[config.mk]
export PLATFORM = sky130hd
export DESIGN_NAME = acc_special_load
export DESIGN_NICKNAME = d
export VERILOG_FILES = /design/src/common/acc_xfer_pkg.sv /design/src/rtl/acc_special_load.sv /design/src/rtl/acc_src_decode.sv
export VERILOG_INCLUDE_DIRS = /design/src /design/src/common
export SDC_FILE = /design/constraint.sdc
export NUM_CORES = 1
export LEC_CHECK = 0
export ABC_CLOCK_PERIOD_IN_PS = 900
export BUFFER_PORTS_ARGS = -buffer_cell sky130_fd_sc_hd__buf_4
export CORE_ASPECT_RATIO = 1.1
export CORE_MARGIN = 4
export CORE_UTILIZATION = 41
export CTS_CLUSTER_SIZE = 14
export DETAILED_ROUTE_END_ITERATION = 10
export HOLD_SLACK_MARGIN = 0.08
export PLACE_DENSITY = 0.81
export SYNTH_ARGS = -nofsm -noshare
export SYNTH_HDL_FRONTEND = slang
export SYNTH_SLANG_ARGS = --single-unit
[constraint.sdc]
create_clock -name core_clk -period 0.9 [get_ports core_clk]
set_input_delay 0.27 -clock core_clk [delete_from_list [all_inputs] [get_ports core_clk]]
set_output_delay 0.27 -clock core_clk [all_outputs]
set_load 0.02 [all_outputs]
[src/common/acc_xfer_map.svh]
// Purpose: opcodes, reset values and field positions for the accumulator load group
// Assumes: ten-bit instruction words, four-bit accumulator
// Notes: definitions only
`ifndef ACC_XFER_MAP_SVH
`define ACC_XFER_MAP_SVH

`define ACC_OP_ADC_CTRL_THREE 10'h246
`define ACC_OP_STACK_POINTER 10'h250
`define ACC_OP_IRQ_CTRL_ONE 10'h054
`define ACC_OP_IRQ_CTRL_TWO 10'h055
`define ACC_OP_TIMER_CTRL_ONE 10'h24B
`define ACC_OP_TIMER_CTRL_TWO 10'h24C
`define ACC_OP_TIMER_CTRL_THREE 10'h24D
`define ACC_OP_TIMER_CTRL_FOUR 10'h24E

`define ACC_RESET 4'h0
`define ACC_STACK_TOP_BIT 3
`define ACC_STACK_FILL 1'h0
`define ACC_SOURCE_COUNT 8

`endif

[src/common/acc_xfer_pkg.sv]
// Purpose: types shared by the accumulator load group
// Assumes: nothing
// Notes: numbers live in acc_xfer_map.svh
package acc_xfer_pkg;

  typedef logic [3:0] nibble_t;
  typedef logic [9:0] opcode_t;

  typedef enum logic [3:0] {
    SRC_NONE = 4'h0,
    SRC_ADC_CTRL_THREE = 4'h1,
    SRC_STACK_POINTER = 4'h2,
    SRC_IRQ_CTRL_ONE = 4'h3,
    SRC_IRQ_CTRL_TWO = 4'h4,
    SRC_TIMER_CTRL_ONE = 4'h5,
    SRC_TIMER_CTRL_TWO = 4'h6,
    SRC_TIMER_CTRL_THREE = 4'h7,
    SRC_TIMER_CTRL_FOUR = 4'h8
  } src_e;

endpackage : acc_xfer_pkg

[src/rtl/acc_special_load.sv]
// Purpose: executes the single-word loads of special registers into the accumulator
// Assumes: one instruction per core_clk edge with instr_valid high; sources are same-clock logic
// Notes: owns the accumulator; other instructions write it through other_acc_write
//
// What this block does
// RL1 - opcode 246 loads ADC control three
// RL2 - stack pointer to bits 2..0, bit3 zero
// RL3 - opcode 054 loads interrupt control one
// RL4 - opcode 055 loads interrupt control two
// RL5 - opcode 24B loads timer control one
// RL6 - opcode 24C loads timer control two
// RL7 - opcode 24D loads timer control three
// RL8 - opcode 24E loads timer control four
// RL9 - no carry change, no skip, source untouched
`timescale 1ns/10ps
`include "acc_xfer_map.svh"

module acc_special_load (
  input wire logic core_clk,
  input wire logic rst,
  input wire logic instr_valid,
  input wire logic [9:0] opcode,
  input wire logic [3:0] adc_control_reg_three,
  input wire logic [2:0] stack_pointer,
  input wire logic [3:0] irq_control_reg_one,
  input wire logic [3:0] irq_control_reg_two,
  input wire logic [3:0] timer_control_reg_one,
  input wire logic [3:0] timer_control_reg_two,
  input wire logic [3:0] timer_control_reg_three,
  input wire logic [3:0] timer_control_reg_four,
  input wire logic other_acc_write,
  input wire logic [3:0] other_acc_data,
  output logic [3:0] acc_q,
  output logic load_done_q,
  output acc_xfer_pkg::src_e src_sel_q,
  output logic carry_write_q,
  output logic skip_q
);

  ////////////////////////////////////////////////////////////////////////////
  logic hit;
  acc_xfer_pkg::src_e sel;
  acc_xfer_pkg::nibble_t data;
  logic [3:0] acc_d;

  acc_src_decode u_decode (
    .instr_valid(instr_valid),
    .opcode(opcode),
    .adc_control_reg_three(adc_control_reg_three),
    .stack_pointer(stack_pointer),
    .irq_control_reg_one(irq_control_reg_one),
    .irq_control_reg_two(irq_control_reg_two),
    .timer_control_reg_one(timer_control_reg_one),
    .timer_control_reg_two(timer_control_reg_two),
    .timer_control_reg_three(timer_control_reg_three),
    .timer_control_reg_four(timer_control_reg_four),
    .hit(hit),
    .sel(sel),
    .data(data)
  );

  ////////////////////////////////////////////////////////////////////////////
  // a load of the group wins over any other accumulator write in the same cycle
  always_comb begin
    if (hit) begin
      acc_d = data; // [RL1] [RL2] [RL3] [RL4] [RL5] [RL6] [RL7] [RL8]
    end else if (other_acc_write) begin
      acc_d = other_acc_data;
    end else begin
      acc_d = acc_q;
    end
  end

  always_ff @(posedge core_clk or posedge rst) begin
    if (rst) begin
      acc_q <= `ACC_RESET;
    end else begin
      acc_q <= acc_d;
    end
  end

  always_ff @(posedge core_clk or posedge rst) begin
    if (rst) begin
      load_done_q <= 1'b0;
      src_sel_q <= acc_xfer_pkg::SRC_NONE;
    end else begin
      load_done_q <= hit;
      src_sel_q <= sel;
    end
  end

  // the group never writes carry and never asks for a skip
  always_ff @(posedge core_clk or posedge rst) begin
    if (rst) begin
      carry_write_q <= 1'b0;
      skip_q <= 1'b0;
    end else begin
      carry_write_q <= 1'b0; // [RL9]
      skip_q <= 1'b0; // [RL9]
    end
  end

  ////////////////////////////////////////////////////////////////////////////
  property p_adc_three;
    @(posedge core_clk) disable iff (rst)
    instr_valid && opcode == `ACC_OP_ADC_CTRL_THREE
      |=> acc_q == $past(adc_control_reg_three) && load_done_q && src_sel_q == acc_xfer_pkg::SRC_ADC_CTRL_THREE;
  endproperty
  a_adc_three: assert property (p_adc_three) else $error("adc control three not loaded"); // [RL1]

  property p_stack_pointer;
    @(posedge core_clk) disable iff (rst)
    instr_valid && opcode == `ACC_OP_STACK_POINTER
      |=> acc_q[`ACC_STACK_TOP_BIT] == 1'b0 && acc_q[2:0] == $past(stack_pointer) && load_done_q;
  endproperty
  a_stack_pointer: assert property (p_stack_pointer) else $error("stack pointer load wrong"); // [RL2]

  property p_irq_one;
    @(posedge core_clk) disable iff (rst)
    instr_valid && opcode == `ACC_OP_IRQ_CTRL_ONE |=> acc_q == $past(irq_control_reg_one);
  endproperty
  a_irq_one: assert property (p_irq_one) else $error("interrupt control one not loaded"); // [RL3]

  property p_irq_two;
    @(posedge core_clk) disable iff (rst)
    instr_valid && opcode == `ACC_OP_IRQ_CTRL_TWO |=> acc_q == $past(irq_control_reg_two);
  endproperty
  a_irq_two: assert property (p_irq_two) else $error("interrupt control two not loaded"); // [RL4]

  property p_timer_one;
    @(posedge core_clk) disable iff (rst)
    instr_valid && opcode == `ACC_OP_TIMER_CTRL_ONE
      |=> acc_q == $past(timer_control_reg_one) && src_sel_q == acc_xfer_pkg::SRC_TIMER_CTRL_ONE;
  endproperty
  a_timer_one: assert property (p_timer_one) else $error("timer control one not loaded"); // [RL5]

  property p_timer_two;
    @(posedge core_clk) disable iff (rst)
    instr_valid && opcode == `ACC_OP_TIMER_CTRL_TWO |=> acc_q == $past(timer_control_reg_two);
  endproperty
  a_timer_two: assert property (p_timer_two) else $error("timer control two not loaded"); // [RL6]

  property p_timer_three;
    @(posedge core_clk) disable iff (rst)
    instr_valid && opcode == `ACC_OP_TIMER_CTRL_THREE |=> acc_q == $past(timer_control_reg_three);
  endproperty
  a_timer_three: assert property (p_timer_three) else $error("timer control three not loaded"); // [RL7]

  property p_timer_four;
    @(posedge core_clk) disable iff (rst)
    instr_valid && opcode == `ACC_OP_TIMER_CTRL_FOUR |=> acc_q == $past(timer_control_reg_four);
  endproperty
  a_timer_four: assert property (p_timer_four) else $error("timer control four not loaded"); // [RL8]

  property p_no_side_effects;
    @(posedge core_clk) disable iff (rst)
    load_done_q |-> !carry_write_q && !skip_q;
  endproperty
  a_no_side_effects: assert property (p_no_side_effects) else $error("load touched carry or skip"); // [RL9]

  property p_hold_when_idle;
    @(posedge core_clk) disable iff (rst)
    !hit && !other_acc_write |=> $stable(acc_q) && !load_done_q;
  endproperty
  a_hold_when_idle: assert property (p_hold_when_idle) else $error("accumulator changed without a write");

  property p_one_cycle;
    @(posedge core_clk) disable iff (rst)
    load_done_q && !(instr_valid && hit) |=> !load_done_q;
  endproperty
  a_one_cycle: assert property (p_one_cycle) else $error("load lasted more than one cycle");

  c_stack_load: cover property (@(posedge core_clk) disable iff (rst)
    instr_valid && opcode == `ACC_OP_STACK_POINTER ##1 load_done_q);
  c_back_to_back: cover property (@(posedge core_clk) disable iff (rst) load_done_q [*2]);
  c_clash: cover property (@(posedge core_clk) disable iff (rst) hit && other_acc_write);
  c_timer_four: cover property (@(posedge core_clk) disable iff (rst)
    src_sel_q == acc_xfer_pkg::SRC_TIMER_CTRL_FOUR);

endmodule : acc_special_load

[src/rtl/acc_src_decode.sv]
// Purpose: matches the opcode against the load group and picks the source nibble
// Assumes: inputs from logic on the same clock
// Notes: purely combinational
`timescale 1ns/10ps
`include "acc_xfer_map.svh"

module acc_src_decode (
  input wire logic instr_valid,
  input wire logic [9:0] opcode,
  input wire logic [3:0] adc_control_reg_three,
  input wire logic [2:0] stack_pointer,
  input wire logic [3:0] irq_control_reg_one,
  input wire logic [3:0] irq_control_reg_two,
  input wire logic [3:0] timer_control_reg_one,
  input wire logic [3:0] timer_control_reg_two,
  input wire logic [3:0] timer_control_reg_three,
  input wire logic [3:0] timer_control_reg_four,
  output logic hit,
  output acc_xfer_pkg::src_e sel,
  output acc_xfer_pkg::nibble_t data
);

  localparam acc_xfer_pkg::opcode_t OPS [`ACC_SOURCE_COUNT] = '{
    `ACC_OP_ADC_CTRL_THREE, `ACC_OP_STACK_POINTER, `ACC_OP_IRQ_CTRL_ONE, `ACC_OP_IRQ_CTRL_TWO,
    `ACC_OP_TIMER_CTRL_ONE, `ACC_OP_TIMER_CTRL_TWO, `ACC_OP_TIMER_CTRL_THREE, `ACC_OP_TIMER_CTRL_FOUR
  };

  acc_xfer_pkg::nibble_t srcs [`ACC_SOURCE_COUNT];
  logic [`ACC_SOURCE_COUNT-1:0] match;

  assign srcs[0] = adc_control_reg_three;
  assign srcs[1] = {`ACC_STACK_FILL, stack_pointer}; // [RL2]
  assign srcs[2] = irq_control_reg_one;
  assign srcs[3] = irq_control_reg_two;
  assign srcs[4] = timer_control_reg_one;
  assign srcs[5] = timer_control_reg_two;
  assign srcs[6] = timer_control_reg_three;
  assign srcs[7] = timer_control_reg_four;

  genvar i;
  generate
    for (i = 0; i < `ACC_SOURCE_COUNT; i++) begin : g_match
      assign match[i] = instr_valid && (opcode == OPS[i]); // [RL1] [RL3] [RL4] [RL5] [RL6] [RL7] [RL8]
    end
  endgenerate

  always_comb begin
    hit = |match;
    sel = acc_xfer_pkg::SRC_NONE;
    data = `ACC_RESET;
    for (int k = 0; k < `ACC_SOURCE_COUNT; k++) begin
      if (match[k]) begin
        sel = acc_xfer_pkg::src_e'(4'(k + 1));
        data = srcs[k];
      end
    end
  end

endmodule : acc_src_decode

==> impl_results.html <==
<table>
<tr><th>Metric</th><th>Value</th></tr>
<tr><th colspan="2">GRT</th></tr>
<tr><td>Wire length of the first global-routing pass</td><td>roughly 4900 µm</td></tr>
<tr><td>Maximum number of pins on one net before global-route repair</td><td>16</td></tr>
<tr><td>Number of global-route vias before repair</td><td>between 1000 and 1500</td></tr>
<tr><td>Total congestion overflow</td><td>0</td></tr>
<tr><td>Number of antenna violations at the first check in global routing</td><td>0</td></tr>
<tr><td>Global router's overall resource usage</td><td>0.211</td></tr>
<tr><th colspan="2">Routing</th></tr>
<tr><td>Router iterations before antenna repair</td><td>4</td></tr>
<tr><td>Vias/cell</td><td>~5.4</td></tr>
<tr><td>Uppermost routed layer</td><td>met4</td></tr>
<tr><td>Via count</td><td>1187</td></tr>
<tr><td>Met2 Routed Length</td><td>~2000 µm</td></tr>
<tr><td>Number of DRC violations after detailed routing</td><td>0</td></tr>
<tr><td>Met3 wire length</td><td>237 µm</td></tr>
<tr><td>Number of routed nets with antenna violations</td><td>0</td></tr>
<tr><td>Metal1 wirelength</td><td>around 1100 µm</td></tr>
<tr><td>Wirelength per Cell</td><td>roughly 16 µm</td></tr>
<tr><td>DRC violation total after the first TritonRoute iteration</td><td>29</td></tr>
<tr><td>Detailed Route WL</td><td>3430 µm</td></tr>
<tr><th colspan="2">Clock network</th></tr>
<tr><td>H-tree depth reported by CTS</td><td>1</td></tr>
<tr><td>Number of buffers on the longest clock path</td><td>2</td></tr>
<tr><td>CTS clk-pin slew, worst paths</td><td>0.05 ns</td></tr>
<tr><td>Root Driver</td><td>sky130_fd_sc_hd__clkbuf_4</td></tr>
<tr><td>Number of clock sinks</td><td>9</td></tr>
<tr><td>Clock latency on the worst-skew pair</td><td>between 0.2 and 0.25 ns</td></tr>
<tr><td>CTS Buf Count</td><td>3</td></tr>
<tr><td>Clock tree from TritonCTS</td><td>built</td></tr>
<tr><th colspan="2">Critical path</th></tr>
<tr><td>Crit Path Max Fanout</td><td>5</td></tr>
<tr><td>Instance count on the critical path</td><td>8</td></tr>
<tr><td>Startpoint type of the worst setup path</td><td>input port</td></tr>
<tr><td>Reg2reg end</td><td>acc_q[3]</td></tr>
<tr><td>Buffers plus inverters on the worst setup path</td><td>3</td></tr>
<tr><td>Number of cells on the worst reg-to-reg path</td><td>3</td></tr>
<tr><td>Reg-to-reg setup timing slack</td><td>-0.01 ns</td></tr>
<tr><td>Family of cells with the greatest summed delay on the critical path</td><td>simple AND/OR/NAND/NOR gates</td></tr>
<tr><td>Critical Path End</td><td>acc_q[1]</td></tr>
<tr><td>Launch point of the critical path</td><td>opcode[5]</td></tr>
<tr><td>Worst Setup Path Type</td><td>input port to flop</td></tr>
<tr><td>Crit-path most repeated cell</td><td>sky130_fd_sc_hd__buf_4</td></tr>
<tr><td>Data required time at the worst endpoint</td><td>approximately 1.0 ns</td></tr>
<tr><td>Delay of the slowest critical-path stage</td><td>approximately 0.42 ns</td></tr>
<tr><td>RR Startpoint</td><td>acc_q[3]</td></tr>
<tr><td>Data arrival time at the worst-slack endpoint</td><td>between 1.5 and 2 ns</td></tr>
<tr><td>Worst setup EP type</td><td>flop</td></tr>
<tr><td>CP Cell Sequence</td><td>buf_8 -&gt; or3b_4 -&gt; buf_4 -&gt; nor4_4 -&gt; buf_4 -&gt; nand2_1 -&gt; o21ai_0 -&gt; o22ai_1</td></tr>
<tr><td>Critical-path top delay cell</td><td>sky130_fd_sc_hd__or3b_4</td></tr>
<tr><th colspan="2">Timing</th></tr>
<tr><td>Setup repair after global routing missed its margin</td><td>yes</td></tr>
<tr><td>Fmax</td><td>0.623 GHz</td></tr>
<tr><td>Post-route minimum period</td><td>between 1.5 and 2 ns</td></tr>
<tr><td>Fin crit share</td><td>1.78</td></tr>
<tr><td>Max Transition Viols Final</td><td>0</td></tr>
<tr><td>Worst-case clock skew</td><td>0 ns</td></tr>
<tr><td>Number of hold violations in the final report</td><td>0</td></tr>
<tr><td>Post-Route Hold Slack</td><td>between 0.3 and 0.4 ns</td></tr>
<tr><td>Least setup slack across all paths after layout</td><td>-0.705 ns</td></tr>
<tr><td>Total of endpoints with negative setup slack in the final report</td><td>18</td></tr>
<tr><th colspan="2">Synth</th></tr>
<tr><td>Mapped Area</td><td>around 900 µm²</td></tr>
<tr><td>Synth Area per Inst</td><td>a little over 8 µm²</td></tr>
<tr><td>Number of instances in the synthesized netlist</td><td>between 100 and 150</td></tr>
<tr><td>Post-synthesis cell type count</td><td>45</td></tr>
<tr><td>Number of synthesized flops with an enable pin</td><td>0</td></tr>
<tr><td>Top cells by area, synth</td><td>sky130_fd_sc_hd__dfrtp_1, sky130_fd_sc_hd__mux2i_1, sky130_fd_sc_hd__nand2_1</td></tr>
<tr><td>Async set-reset flop share out of synthesis</td><td>1.00</td></tr>
<tr><td>Synthesis Warnings</td><td>0</td></tr>
<tr><td>Cell type with the largest total area after synthesis</td><td>sky130_fd_sc_hd__dfrtp_1</td></tr>
<tr><td>Synth Register Bits</td><td>9</td></tr>
<tr><td>Proportion of synthesized chip area in sequential cells</td><td>0.254</td></tr>
<tr><td>Most used flip-flop cell after synthesis</td><td>sky130_fd_sc_hd__dfrtp_1</td></tr>
<tr><td>Top-area cell type share of the netlist area</td><td>0.254</td></tr>
<tr><th colspan="2">Worst hold path</th></tr>
<tr><td>Min-Delay Path Depth</td><td>3</td></tr>
<tr><td>Path type of the worst min-delay path</td><td>input port to flop</td></tr>
<tr><th colspan="2">Die</th></tr>
<tr><td>Die Ht</td><td>around 57 µm</td></tr>
<tr><td>Overall die area</td><td>between 0.002 and 0.003 mm²</td></tr>
<tr><td>Number of placement rows</td><td>17</td></tr>
<tr><td>Boundary Pins</td><td>60</td></tr>
<tr><td>Core Box Area</td><td>slightly above 0.002 mm²</td></tr>
<tr><td>Overall die width</td><td>around 52 µm</td></tr>
<tr><td>Starting density of the core</td><td>0.435</td></tr>
<tr><th colspan="2">Finish</th></tr>
<tr><td>Area of combinational cells with multiple inputs</td><td>roughly 700 µm²</td></tr>
<tr><td>Number of standard cells in the final layout excluding fillers</td><td>220</td></tr>
<tr><td>Final-stage net count</td><td>242</td></tr>
<tr><td>Seq. cell area</td><td>225 µm²</td></tr>
<tr><td>Total inserted antenna cells</td><td>0</td></tr>
<tr><td>Fill cell count</td><td>roughly 130</td></tr>
<tr><td>Syn-to-layout area delta</td><td>92.8%</td></tr>
<tr><td>Layout cells sized above 1</td><td>0.578</td></tr>
<tr><th colspan="2">Placement</th></tr>
<tr><td>Inst Count DP</td><td>about 210</td></tr>
<tr><td>Detailed placer's ending HPWL</td><td>2610 µm</td></tr>
<tr><td>Routability congestion estimate from global placement</td><td>~0.9</td></tr>
<tr><td>Total of buffers placed on input and output ports</td><td>between 50 and 60</td></tr>
<tr><th colspan="2">Power and ir drop</th></tr>
<tr><td>Power per cell area</td><td>704 mW/mm²</td></tr>
<tr><td>Standby leakage power</td><td>~0.84 nW</td></tr>
<tr><td>VDD IR-drop max</td><td>between 0.4 and 0.5 mV</td></tr>
<tr><th colspan="2">Run</th></tr>
<tr><td>Number of max-cap violations</td><td>0</td></tr>
<tr><th colspan="2">Outcome</th></tr>
<tr><td>Result of the run</td><td>finished, violations left</td></tr>
<tr><td>Violations in the final reports</td><td>negative setup slack</td></tr>
</table>
[layout by cell type, fill, tap and decap left out, types with 2 or more instances in the layout]
cell,netlist,final
sky130_fd_sc_hd__nand2b_1,6,6
sky130_fd_sc_hd__a221oi_2,0,2
sky130_fd_sc_hd__o21ai_0,6,6
sky130_fd_sc_hd__a21oi_1,5,3
sky130_fd_sc_hd__nand2_1,14,13
sky130_fd_sc_hd__conb_1,1,2
sky130_fd_sc_hd__mux2i_1,8,8
sky130_fd_sc_hd__buf_4,2,71
sky130_fd_sc_hd__o22ai_1,2,2
sky130_fd_sc_hd__nor4_4,1,3
sky130_fd_sc_hd__nor2_1,5,4
sky130_fd_sc_hd__or3_1,2,2
sky130_fd_sc_hd__dfrtp_1,9,9
sky130_fd_sc_hd__clkbuf_4,0,3
sky130_fd_sc_hd__buf_6,0,12
sky130_fd_sc_hd__nand3_1,7,7
sky130_fd_sc_hd__inv_1,4,4
[what timing repair did]
item,in CTS,in global routing
pin swaps,6,11
endpoints found under the setup margin,18,18
hold endpoints to repair,9,0
buffers inserted,0,3
gates resized for setup,16,12
hold buffers,1,0
[worst min-delay path, stage by stage]
cell	delay [ns]
sky130_fd_sc_hd__buf_4	0.09
sky130_fd_sc_hd__a221oi_2	0.05
sky130_fd_sc_hd__o22ai_1	0.10
[final cells by class]
| cell class | instances | area share |
|---|---|---|
| Multi-Input combinational cell | 90 | 0.419 |
| Timing Repair Buffer | 85 | 0.405 |
| Sequential cell | 9 | 0.131 |
| Tap cell | 28 | 0.0205 |
| Clock buffer | 4 | 0.0153 |
| Inverter | 4 | 0.00877 |
[layer usage]
metal | up-vias | track usage
met2 | 65 | 0.436
met4 | 0 | 0.0584
met5 | - | 0
met1 | 547 | 0.194
met3 | 14 | 0.0371
li1 | 561 | -
[where the power goes]
part           internal [W]  leakage [nW]  switching [W]
clock network      0.000169        0.0150       0.000111
logic              0.000288         0.713       0.000200
registers          0.000425         0.117      0.0000146
[cells by family after synthesis]
family	after synthesis	synth area share
multiplexers	9	0.103
other	1	0.00422
buffers and inverters	9	0.0479
flip-flops	9	0.254
AND/OR/NAND/NOR	55	0.400
XOR/XNOR	1	0.00986
AO/OA/AOI/OAI	23	0.182
[state kept, by name (all words and copies together) (netlist names)]
signal,cells
load_done_q,1
src_sel_q,4
acc_q,4
[stage by stage]
stage               instance area, µm²  utilization  setup TNS (ns)  total power, W  worst slack [ns]
finish                            1710        0.839           -5.93         0.00121            -0.705
global route                      1710        0.839           -6.75         0.00128            -0.747
CTS                               1620        0.795           -5.72         0.00119            -0.726
detailed placement                1520        0.746           -7.67        0.000876             -1.03
global placement                  1520        0.746           -7.10        0.000863            -0.943
floorplan                          913            -           -5.23        0.000601            -0.792
[how the worst min path moves through the flow]
stage	startpoint	end	slack, ns
final	irq_control_reg_two[0]	acc_q[0]	0.31
after global routing	timer_control_reg_four[3]	acc_q[3]	0.31
after CTS	timer_control_reg_four[3]	acc_q[3]	0.32
after detailed placement	rst	acc_q[3]	0.24
after global placement	rst	src_sel_q[1]	0.24
after floorplan	rst	acc_q[0]	0.1
[Yosys cell counts (2+ instances only)]
| master | number |
|---|---|
| sky130_fd_sc_hd__o21ai_0 | 6 |
| sky130_fd_sc_hd__nor4_2 | 2 |
| sky130_fd_sc_hd__nand3_1 | 7 |
| sky130_fd_sc_hd__a221oi_1 | 2 |
| sky130_fd_sc_hd__a21oi_1 | 5 |
| sky130_fd_sc_hd__mux2i_1 | 8 |
| sky130_fd_sc_hd__dfrtp_1 | 9 |
| sky130_fd_sc_hd__and2_1 | 2 |
| sky130_fd_sc_hd__o22ai_1 | 2 |
| sky130_fd_sc_hd__nor2_1 | 5 |
| sky130_fd_sc_hd__buf_4 | 2 |
| sky130_fd_sc_hd__nand2b_1 | 6 |
| sky130_fd_sc_hd__nand2_1 | 14 |
| sky130_fd_sc_hd__inv_1 | 4 |
| sky130_fd_sc_hd__or3_1 | 2 |
| sky130_fd_sc_hd__nor4_1 | 2 |
No activity file was read; power rests on OpenSTA's default activity.
